File: config.mk
export PLATFORM = sky130hd
export DESIGN_NAME = fcc_stat_counter
export DESIGN_NICKNAME = d
export VERILOG_FILES = /design/src/fcc_stat_counter.sv
export SDC_FILE = /design/constraint.sdc
export NUM_CORES = 1
export LEC_CHECK = 0
export ABC_CLOCK_PERIOD_IN_PS = 4700
export BUFFER_PORTS_ARGS = -buffer_cell sky130_fd_sc_hd__buf_2
export CAP_MARGIN = 20
export CORE_MARGIN = 2
export CORE_UTILIZATION = 55
export DETAILED_ROUTE_END_ITERATION = 10
export GPL_ROUTABILITY_DRIVEN = 0
export PLACE_DENSITY = 0.95
export SLEW_MARGIN = 15
export SYNTH_ARGS = -nofsm -noshare
export SYNTH_HDL_FRONTEND = slang
export SYNTH_SLANG_ARGS = --single-unit
File: constraint.sdc
create_clock -name clk_i -period 4.7 [get_ports clk_i]
set_input_delay 1.41 -clock clk_i [delete_from_list [all_inputs] [get_ports clk_i]]
set_output_delay 1.41 -clock clk_i [all_outputs]
set_load 0.01 [all_outputs]
File: src/fcc_stat_counter.sv
`timescale 1ns/10ps
module fcc_stat_counter #(
    parameter int W = 16
) (
    input  wire logic         clk_i,
    input  wire logic         rst_i,
    input  wire logic         inc_i,
    input  wire logic         clear_i,
    input  wire logic         capture_i,
    output logic [W-1:0]      live_o,
    output logic [W-1:0]      held_o
);

    // ------------------------------------------------------------
    // live count, saturating
    // ------------------------------------------------------------
    always_ff @(posedge clk_i) begin
        if (rst_i) begin
            live_o <= '0;
        end else if (clear_i) begin
            // an event on the clearing edge still counts
            live_o <= inc_i ? W'(1) : '0;
        end else if (inc_i && (live_o != '1)) begin
            live_o <= live_o + W'(1);
        end
    end

    // ------------------------------------------------------------
    // held copy, taken before this edge's update
    // ------------------------------------------------------------
    always_ff @(posedge clk_i) begin
        if (rst_i) begin
            held_o <= '0;
        end else if (capture_i) begin
            held_o <= live_o;
        end
    end

endmodule

==> results of run 1 <==
==> cells by family after synthesis <==
group,after synthesis
compound gates,31
fa+ha+maj,1
buf+inv,10
flops,32
mux,16
simple gates,60
==> power by group through the flow <==
stage	clock network [mW]	logic (mW)	registers [mW]
after floorplan	0	0.0132	0.280
after global placement	0	0.0190	0.280
after detailed placement	0	0.0196	0.280
after CTS	0.207	0.0197	0.274
after global routing	0.218	0.0224	0.274
final	0.201	0.0198	0.274
==> flip-flops by register name, indices dropped and copies added (netlist names) <==
name / count
live_o: 16
held_o: 16
==> layout by cell type, fill, tap and decap left out, drive strengths merged <==
| master | count |
|---|---|
| and2 | 1 |
| bufinv | 1 |
| o311ai | 4 |
| o31ai | 6 |
| and4 | 5 |
| and3 | 1 |
| inv | 3 |
| nand3 | 4 |
| buf | 36 |
| nand2 | 5 |
| or4 | 5 |
| o21ai | 5 |
| a21oi | 12 |
| o41ai | 3 |
| a2111o | 1 |
| or3 | 3 |
| clkbuf | 6 |
| ha | 1 |
| nand2b | 2 |
| or2 | 2 |
| nor2 | 21 |
| nand4 | 9 |
| mux2i | 16 |
| dfxtp | 32 |
| clkinv | 1 |
| nor3 | 2 |
==> metrics by stage <==
step           hold WS (ps)  utilization  area [um2]  setup slack (ps)  total power [mW]
2_1_floorplan           528            -        1400              2210             0.294
3_3_place_gp            469        0.652        1590              2000             0.299
3_5_place_dp            478        0.652        1590              1940             0.300
4_1_cts                 504        0.684        1660              2220             0.500
5_1_grt                 527        0.684        1660              2150             0.515
6_report                499        0.684        1660              2220             0.495
==> layer usage <==
metal  track usage  wire (um)  vias to the layer above
met3        0.0902        263                       13
li1              -          -                      639
met4         0.125        101                        0
met5             0          0                        -
met1         0.286       1320                      600
met2         0.414       1490                       69
==> path summary, 6_finish.rpt <==
check | startpoint | end | slack (ps)
setup / recovery | live_o[8]$_SDFFE_PP0P_ | live_o[8] | 2220
hold / removal | held_o[3]$_SDFFE_PP0P_ | held_o[3]$_SDFFE_PP0P_ | 500
setup reg to reg | live_o[0]$_SDFFE_PP0P_ | live_o[15]$_SDFFE_PP0P_ | 2770
hold reg to reg | held_o[3]$_SDFFE_PP0P_ | held_o[3]$_SDFFE_PP0P_ | 500
==> area by class of cell <==
cell class              count  share of cell area
multi-input cells         108               0.431
well taps                  30              0.0226
clock inverters             2              0.0211
repair buffers             36               0.108
inverters                   3             0.00677
flip-flops and latches     32               0.385
clock buffers               6              0.0248
==> key figures, run 1 <==
STA
  • RSZ-0062 raised after global routing: false
  • Worst slew pin tran: 451 ps
  • Max frequency: roughly 400 MHz
  • Slew margin rel.: 0.699
  • Worst Skew: 4.47 ps
  • Final setup vio count: 0
  • Final hold viol count: 0
  • Setup TNS: 0 ps
  • Slew Limit Fails: 0
  • Crit path time final: ~2500 ps
  • Fin crit share: 0.527

Die
  • Starting Density: 0.575
  • Die area: 2960 um2
  • Boundary Pins: 37
  • Core Box Area: around 2400 um2
  • Die X-Extent: between 50 and 60 um
  • # rows: 18
  • Die H: between 50 and 60 um

Pwr
  • Sw Ratio: 0.210
  • Clock Power Share: 0.407
  • Worst vdd ir: 0.324 mV
  • Leakage: 0.732 nW
  • PwrDens: 298 nW/um2
  • Gate power share: 0.040
  • P_int: roughly 0.39 mW
  • Reg power frac: 0.553
  • Net Sw Power: 0.104 mW

Cells and area
  • Storage element area: ~640 um2
  • Post-Layout Cell Count: approximately 220
  • Diodes inserted: 0
  • Share of cells above drive strength 1: 0.262
  • Area used by multi-input combinational logic: approximately 720 um2
  • Nets@finish: 192
  • Fillers: approximately 200
  • Syn-to-layout area delta: 19.0%

Logic synthesis
  • Largest family of logic cells by synthesized area: simple AND/OR/NAND/NOR gates
  • Fraction of the mapped netlist area in adder cells: 0.00895
  • EDFF count, synth: 0
  • Simple-gate share of the synthesized area: 0.244
  • Synth Area in Compound Gates: 0.145
  • Synthesized area per cell: 9.32 um2
  • Async SR Flop Fraction: 0
  • Mux contribution to synthesized area: 0.115
  • Post-synthesis cell area: ~1400 um2
  • Synth top area cells: dfxtp_1 (46%), mux2i_1 (11%), nor2_1 (5.6%), a21oi_1 (4.3%), o31ai_1 (3.2%)
  • Synth top cells by count: dfxtp_1 (32), nor2_1 (21), mux2i_1 (16), a21oi_1 (12), nand4_1 (7)
  • Warnings from Yosys: 0
  • Top_reg_cell synth: dfxtp_1
  • Net Count, Synth: around 160
  • Post-synth top area cell: dfxtp_1
  • Top cell type's share of synthesized area: 0.458
  • Seq/Total Area, Yosys: 0.458
  • Syn Inst Count: 150
  • Library cells used by synthesis: 28
  • Xor and xnor area share after synthesis: 0
  • #FFs+latches synth: 32
  • Most frequent cell after synthesis: dfxtp_1

Clocking
  • CTS tree: built
  • Worst-case clock buffer depth: 2
  • Post-CTS sizing: 0
  • CTS Buf Count: 5
  • Clock Latency Late Sink: 330 ps
  • Hold Buf Count CTS: 0
  • Worst-path clk slew: 90 ps
  • Clock sink total: 32
  • CTS root buffer: clkbuf_4
  • H-tree depth: 2
  • Postcts setup bufs: 0

Route
  • Via density: 6.09
  • Final ANT Viol Nets: 0
  • DRC viols: 0
  • Wire length per cell: 14.6 um
  • DR pass1 iterations: 6
  • Vias post-DR: 1321
  • 1st-iter DRT viols: 28
  • Routed WL: ~3200 um

Setup path
  • CP startpoint kind: flip-flop
  • Critical path depth in cells: 1
  • Critical Path RT: 3290 ps
  • Peak per-stage delay on the critical path: ~530 ps
  • Critical path peak fanout: 10
  • Reg2reg path depth: 5
  • Top delay family on crit path: flip-flops
  • Worst Setup Path Type: reg -> out
  • Crit-path slowest cell: dfxtp_1
  • Crit end category: primary output
  • Buf/Inv on CP: 1
  • Worst-path cell chain: buf_2
  • Worst path arrival time: approximately 1100 ps

Placed design
  • Hpwl dp: around 2300 um
  • Inst Count DP: 209
  • Count of input and output buffers: 36

Global route
  • Largest net degree at the start of global routing: 23
  • Vias in the first global route: 1180
  • Remaining global-route overflow: 0
  • First-pass GRT wire length: 5190 um
  • Antenna violations before repair: 0
  • GR Util All Layers: 0.251

Hold path
  • Hold path depth: 2
  • Worst Hold Class: reg -> reg

Status
  • Run status: completed

Flow run
  • # Max-Cap Violations: 0
(Power assumes the default switching activity.)
==> run 2: changes to the inputs <==
--- a/config.mk
+++ b/config.mk
@@ -5,14 +5,15 @@
 export SDC_FILE = /design/constraint.sdc
 export NUM_CORES = 1
 export LEC_CHECK = 0
-export ABC_CLOCK_PERIOD_IN_PS = 4700
+export ABC_CLOCK_PERIOD_IN_PS = 2150
 export BUFFER_PORTS_ARGS = -buffer_cell sky130_fd_sc_hd__buf_2
 export CAP_MARGIN = 20
+export CORE_ASPECT_RATIO = 2
 export CORE_MARGIN = 2
-export CORE_UTILIZATION = 55
+export CORE_UTILIZATION = 46
 export DETAILED_ROUTE_END_ITERATION = 10
 export GPL_ROUTABILITY_DRIVEN = 0
-export PLACE_DENSITY = 0.95
+export PLACE_DENSITY = 0.86
 export SLEW_MARGIN = 15
 export SYNTH_ARGS = -nofsm -noshare
 export SYNTH_HDL_FRONTEND = slang
==> constraint.sdc (replaced) <==
create_clock -name clk_i -period 2.15 [get_ports clk_i]
set_input_delay 0.645 -clock clk_i [delete_from_list [all_inputs] [get_ports clk_i]]
set_output_delay 0.645 -clock clk_i [all_outputs]
set_load 0.01 [all_outputs]
==> run 2 against run 1 <==
Net effect: global-route usage fell by 5.4 points; first-iteration DRC count is 29% higher; setup slack worse by 2000 ps; critical path depth increased by 4; power grew 140%; non-clock buffer count is 3 higher; wire length increased by 0.47%; cell count is 1.4% higher; hold slack lost 11 ps; sequential power up 120%; sequential share of layout area decreased by 1.2 points; critical path type is now reg -> reg.
==> key figures, run 2 (synthesis gave the netlist of run 1 again) <==
Route
  • Routed met3 length: 122 um (-54%)
  • Met2 wire len: 1790 um (+20%)
  • Vias post-DR: 1289 (-2.4%)
  • M1 WL: 1190 um (-10%)
  • DR pass1 iterations: 4 (-2)
  • DRC viols: 0 (unchanged)
  • Via density: 5.86 (-3.8%)
  • Final ANT Viol Nets: 0 (unchanged)
  • Wire length per cell: 14.5 um (-0.90%)
  • 1st-iter DRT viols: 36 (+29%)
  • Routed WL: 3190 um (+0.47%)
  • Max Used Layer: met4

Pwr
  • Worst vdd ir: 0.494 mV (+53%)
  • PwrDens: 699 nW/um2 (+130%)
  • Leakage: 0.760 nW (+3.7%)

Clocking
  • CTS Buf Count: 5 (unchanged)
  • Postcts setup bufs: 0 (unchanged)
  • Worst-case clock buffer depth: 2 (unchanged)
  • Clock sink total: 32 (unchanged)
  • H-tree depth: 2 (unchanged)
  • Clock Latency Late Sink: 280 ps (-50 ps)
  • Worst-path clk slew: 70 ps (-20 ps)
  • CTS tree: built
  • CTS root buffer: clkbuf_8
  • Post-CTS sizing: 0 (unchanged)
  • Hold Buf Count CTS: 0 (unchanged)

Setup path
  • Crit. Startpoint: live_o[0]$_SDFFE_PP0P_
  • Worst path arrival time: 2110 ps (+1040 ps)
  • Reg2reg start: live_o[0]$_SDFFE_PP0P_
  • Worst Setup Path Type: reg -> reg
  • CP startpoint kind: flip-flop
  • CP endpoint: live_o[15]$_SDFFE_PP0P_
  • Critical path peak fanout: 13 (+3)
  • Reg2reg setup slack: 250 ps (-2520 ps)
  • Crit-path slowest cell: or4_1
  • Worst-path cell chain: ha_1 -> and3_1 -> and4_1 -> or4_1 -> a21oi_1
  • Crit end category: flip-flop
  • Reg2reg path depth: 5 (unchanged)
  • Peak per-stage delay on the critical path: 530 ps (about the same)
  • Critical Path RT: 2370 ps (-920 ps)
  • FF-to-FF End: live_o[15]$_SDFFE_PP0P_

STA
  • Final hold viol count: 0 (unchanged)
  • Final setup vio count: 0 (unchanged)
  • RSZ-0062 raised after global routing: false
  • Setup TNS: 0 ps (unchanged)
  • Crit path time final: 1900 ps
  • Slew Limit Fails: 0 (unchanged)
  • Worst slew pin tran: 494 ps (+42.8 ps)
  • Fin crit share: 0.882
  • Max frequency: 528 MHz
  • Worst Skew: 6.17 ps (+1.69 ps)
  • Slew margin rel.: 0.671 (-0.0285)

Die
  • Core Box Area: 2940 um2 (+21%)
  • Die area: 3520 um2 (+19%)
  • Die H: 82.0 um (+51%)
  • Starting Density: 0.475 (-0.0997)
  • # rows: 28 (+10)
  • Die X-Extent: 43.0 um (-21%)
  • Boundary Pins: 37 (unchanged)

Placed design
  • Count of input and output buffers: 36 (unchanged)
  • Inst Count DP: 212 (+1.4%)
  • Hpwl dp: 2360 um (+0.63%)

Global route
  • Remaining global-route overflow: 0 (unchanged)
  • Antenna violations before repair: 0 (unchanged)
  • Vias in the first global route: 1205 (+2.1%)
  • First-pass GRT wire length: 5210 um (+0.40%)
  • Largest net degree at the start of global routing: 17 (-26%)
  • GR Util All Layers: 0.197 (-0.0541)

Cells and area
  • Most frequent cells in the layout: buf_2 (36), dfxtp_1 (32), nor2_1 (21), mux2i_1 (16), a21oi_1 (12)
  • Diodes inserted: 0 (unchanged)
  • Fillers: 296 (+50%)
  • Share of cells above drive strength 1: 0.274 (+0.0117)
  • Most common cell after layout, fill and taps aside: buf_2
  • Nets@finish: 195 (+1.6%)
  • Syn-to-layout area delta: 22.8%
  • Biggest regs: held_o: 16 flops, live_o: 16 flops
  • Post-Layout Cell Count: 220 (+1.4%)

Status
  • Run status: completed

Flow run
  • # Max-Cap Violations: 0 (unchanged)

Hold path
  • Worst Hold Class: reg -> reg
==> run 2: cell types whose count changed in the layout (fill, tap and decap cells not counted) <==
| cell | change |
|---|---|
| clkbuf_4 | -5 |
| clkbuf_8 | +5 |
| buf_4 | +3 |
==> run 2: how the worst min path moves through the flow <==
stage                               to                     from  slack [ps]  cells after the start
6_report       held_o[14]$_SDFFE_PP0P_  held_o[14]$_SDFFE_PP0P_         490                      2
5_1_grt         held_o[6]$_SDFFE_PP0P_   held_o[6]$_SDFFE_PP0P_         520                      2
4_1_cts        held_o[14]$_SDFFE_PP0P_  held_o[14]$_SDFFE_PP0P_         490                      2
3_5_place_dp   held_o[14]$_SDFFE_PP0P_  held_o[14]$_SDFFE_PP0P_         480                      2
3_3_place_gp   held_o[10]$_SDFFE_PP0P_  held_o[10]$_SDFFE_PP0P_         470                      2
2_1_floorplan  live_o[12]$_SDFFE_PP0P_  live_o[12]$_SDFFE_PP0P_         530                      2
==> run 2: per-stage QoR <==
step / hold WS, ps / utilization / worst slack (ps) / cell area [um2] / power (mW)
after global placement: 467 / 0.547 / 230 / 1610 / 0.658
after floorplan: 528 / - / 412 / 1400 / 0.642
final: 488 / 0.583 / 254 / 1720 / 1.20
after global routing: 519 / 0.583 / 193 / 1720 / 1.25
after detailed placement: 477 / 0.547 / 191 / 1610 / 0.659
after CTS: 495 / 0.583 / 264 / 1720 / 1.21
==> run 2: routing by layer <==
layer  up-vias  track usage
li1        644            -
met1       599        0.188
met2        36        0.371
met3        10       0.0418
met4         0        0.121
met5         -            0
==> run 2: report_power, final <==
| group | total, mW | internal (mW) | leakage, nW | switching [mW] |
|---|---|---|---|---|
| logic | 0.0462 | 0.0168 | 0.446 | 0.0294 |
| registers | 0.599 | 0.596 | 0.258 | 0.00304 |
| clock network | 0.555 | 0.343 | 0.0552 | 0.212 |
==> run 2: cell type report <==
class	count	area (um2)	area share
clock inverters	2	35.0	0.0204
repair buffers	39	203	0.118
clock buffers	6	72.6	0.0423
multi-input cells	108	717	0.418
flip-flops and latches	32	641	0.373
well taps	30	37.5	0.0219
inverters	3	11.3	0.00656
==> run 2: critical path: cells and delay by family (launching register included) <==
kind,cells,cell delay [ps]
AO/OA/AOI/OAI,1,150
flip-flops,1,350
adder cells (fa/ha/maj),1,260
AND/OR/NAND/NOR,3,1060
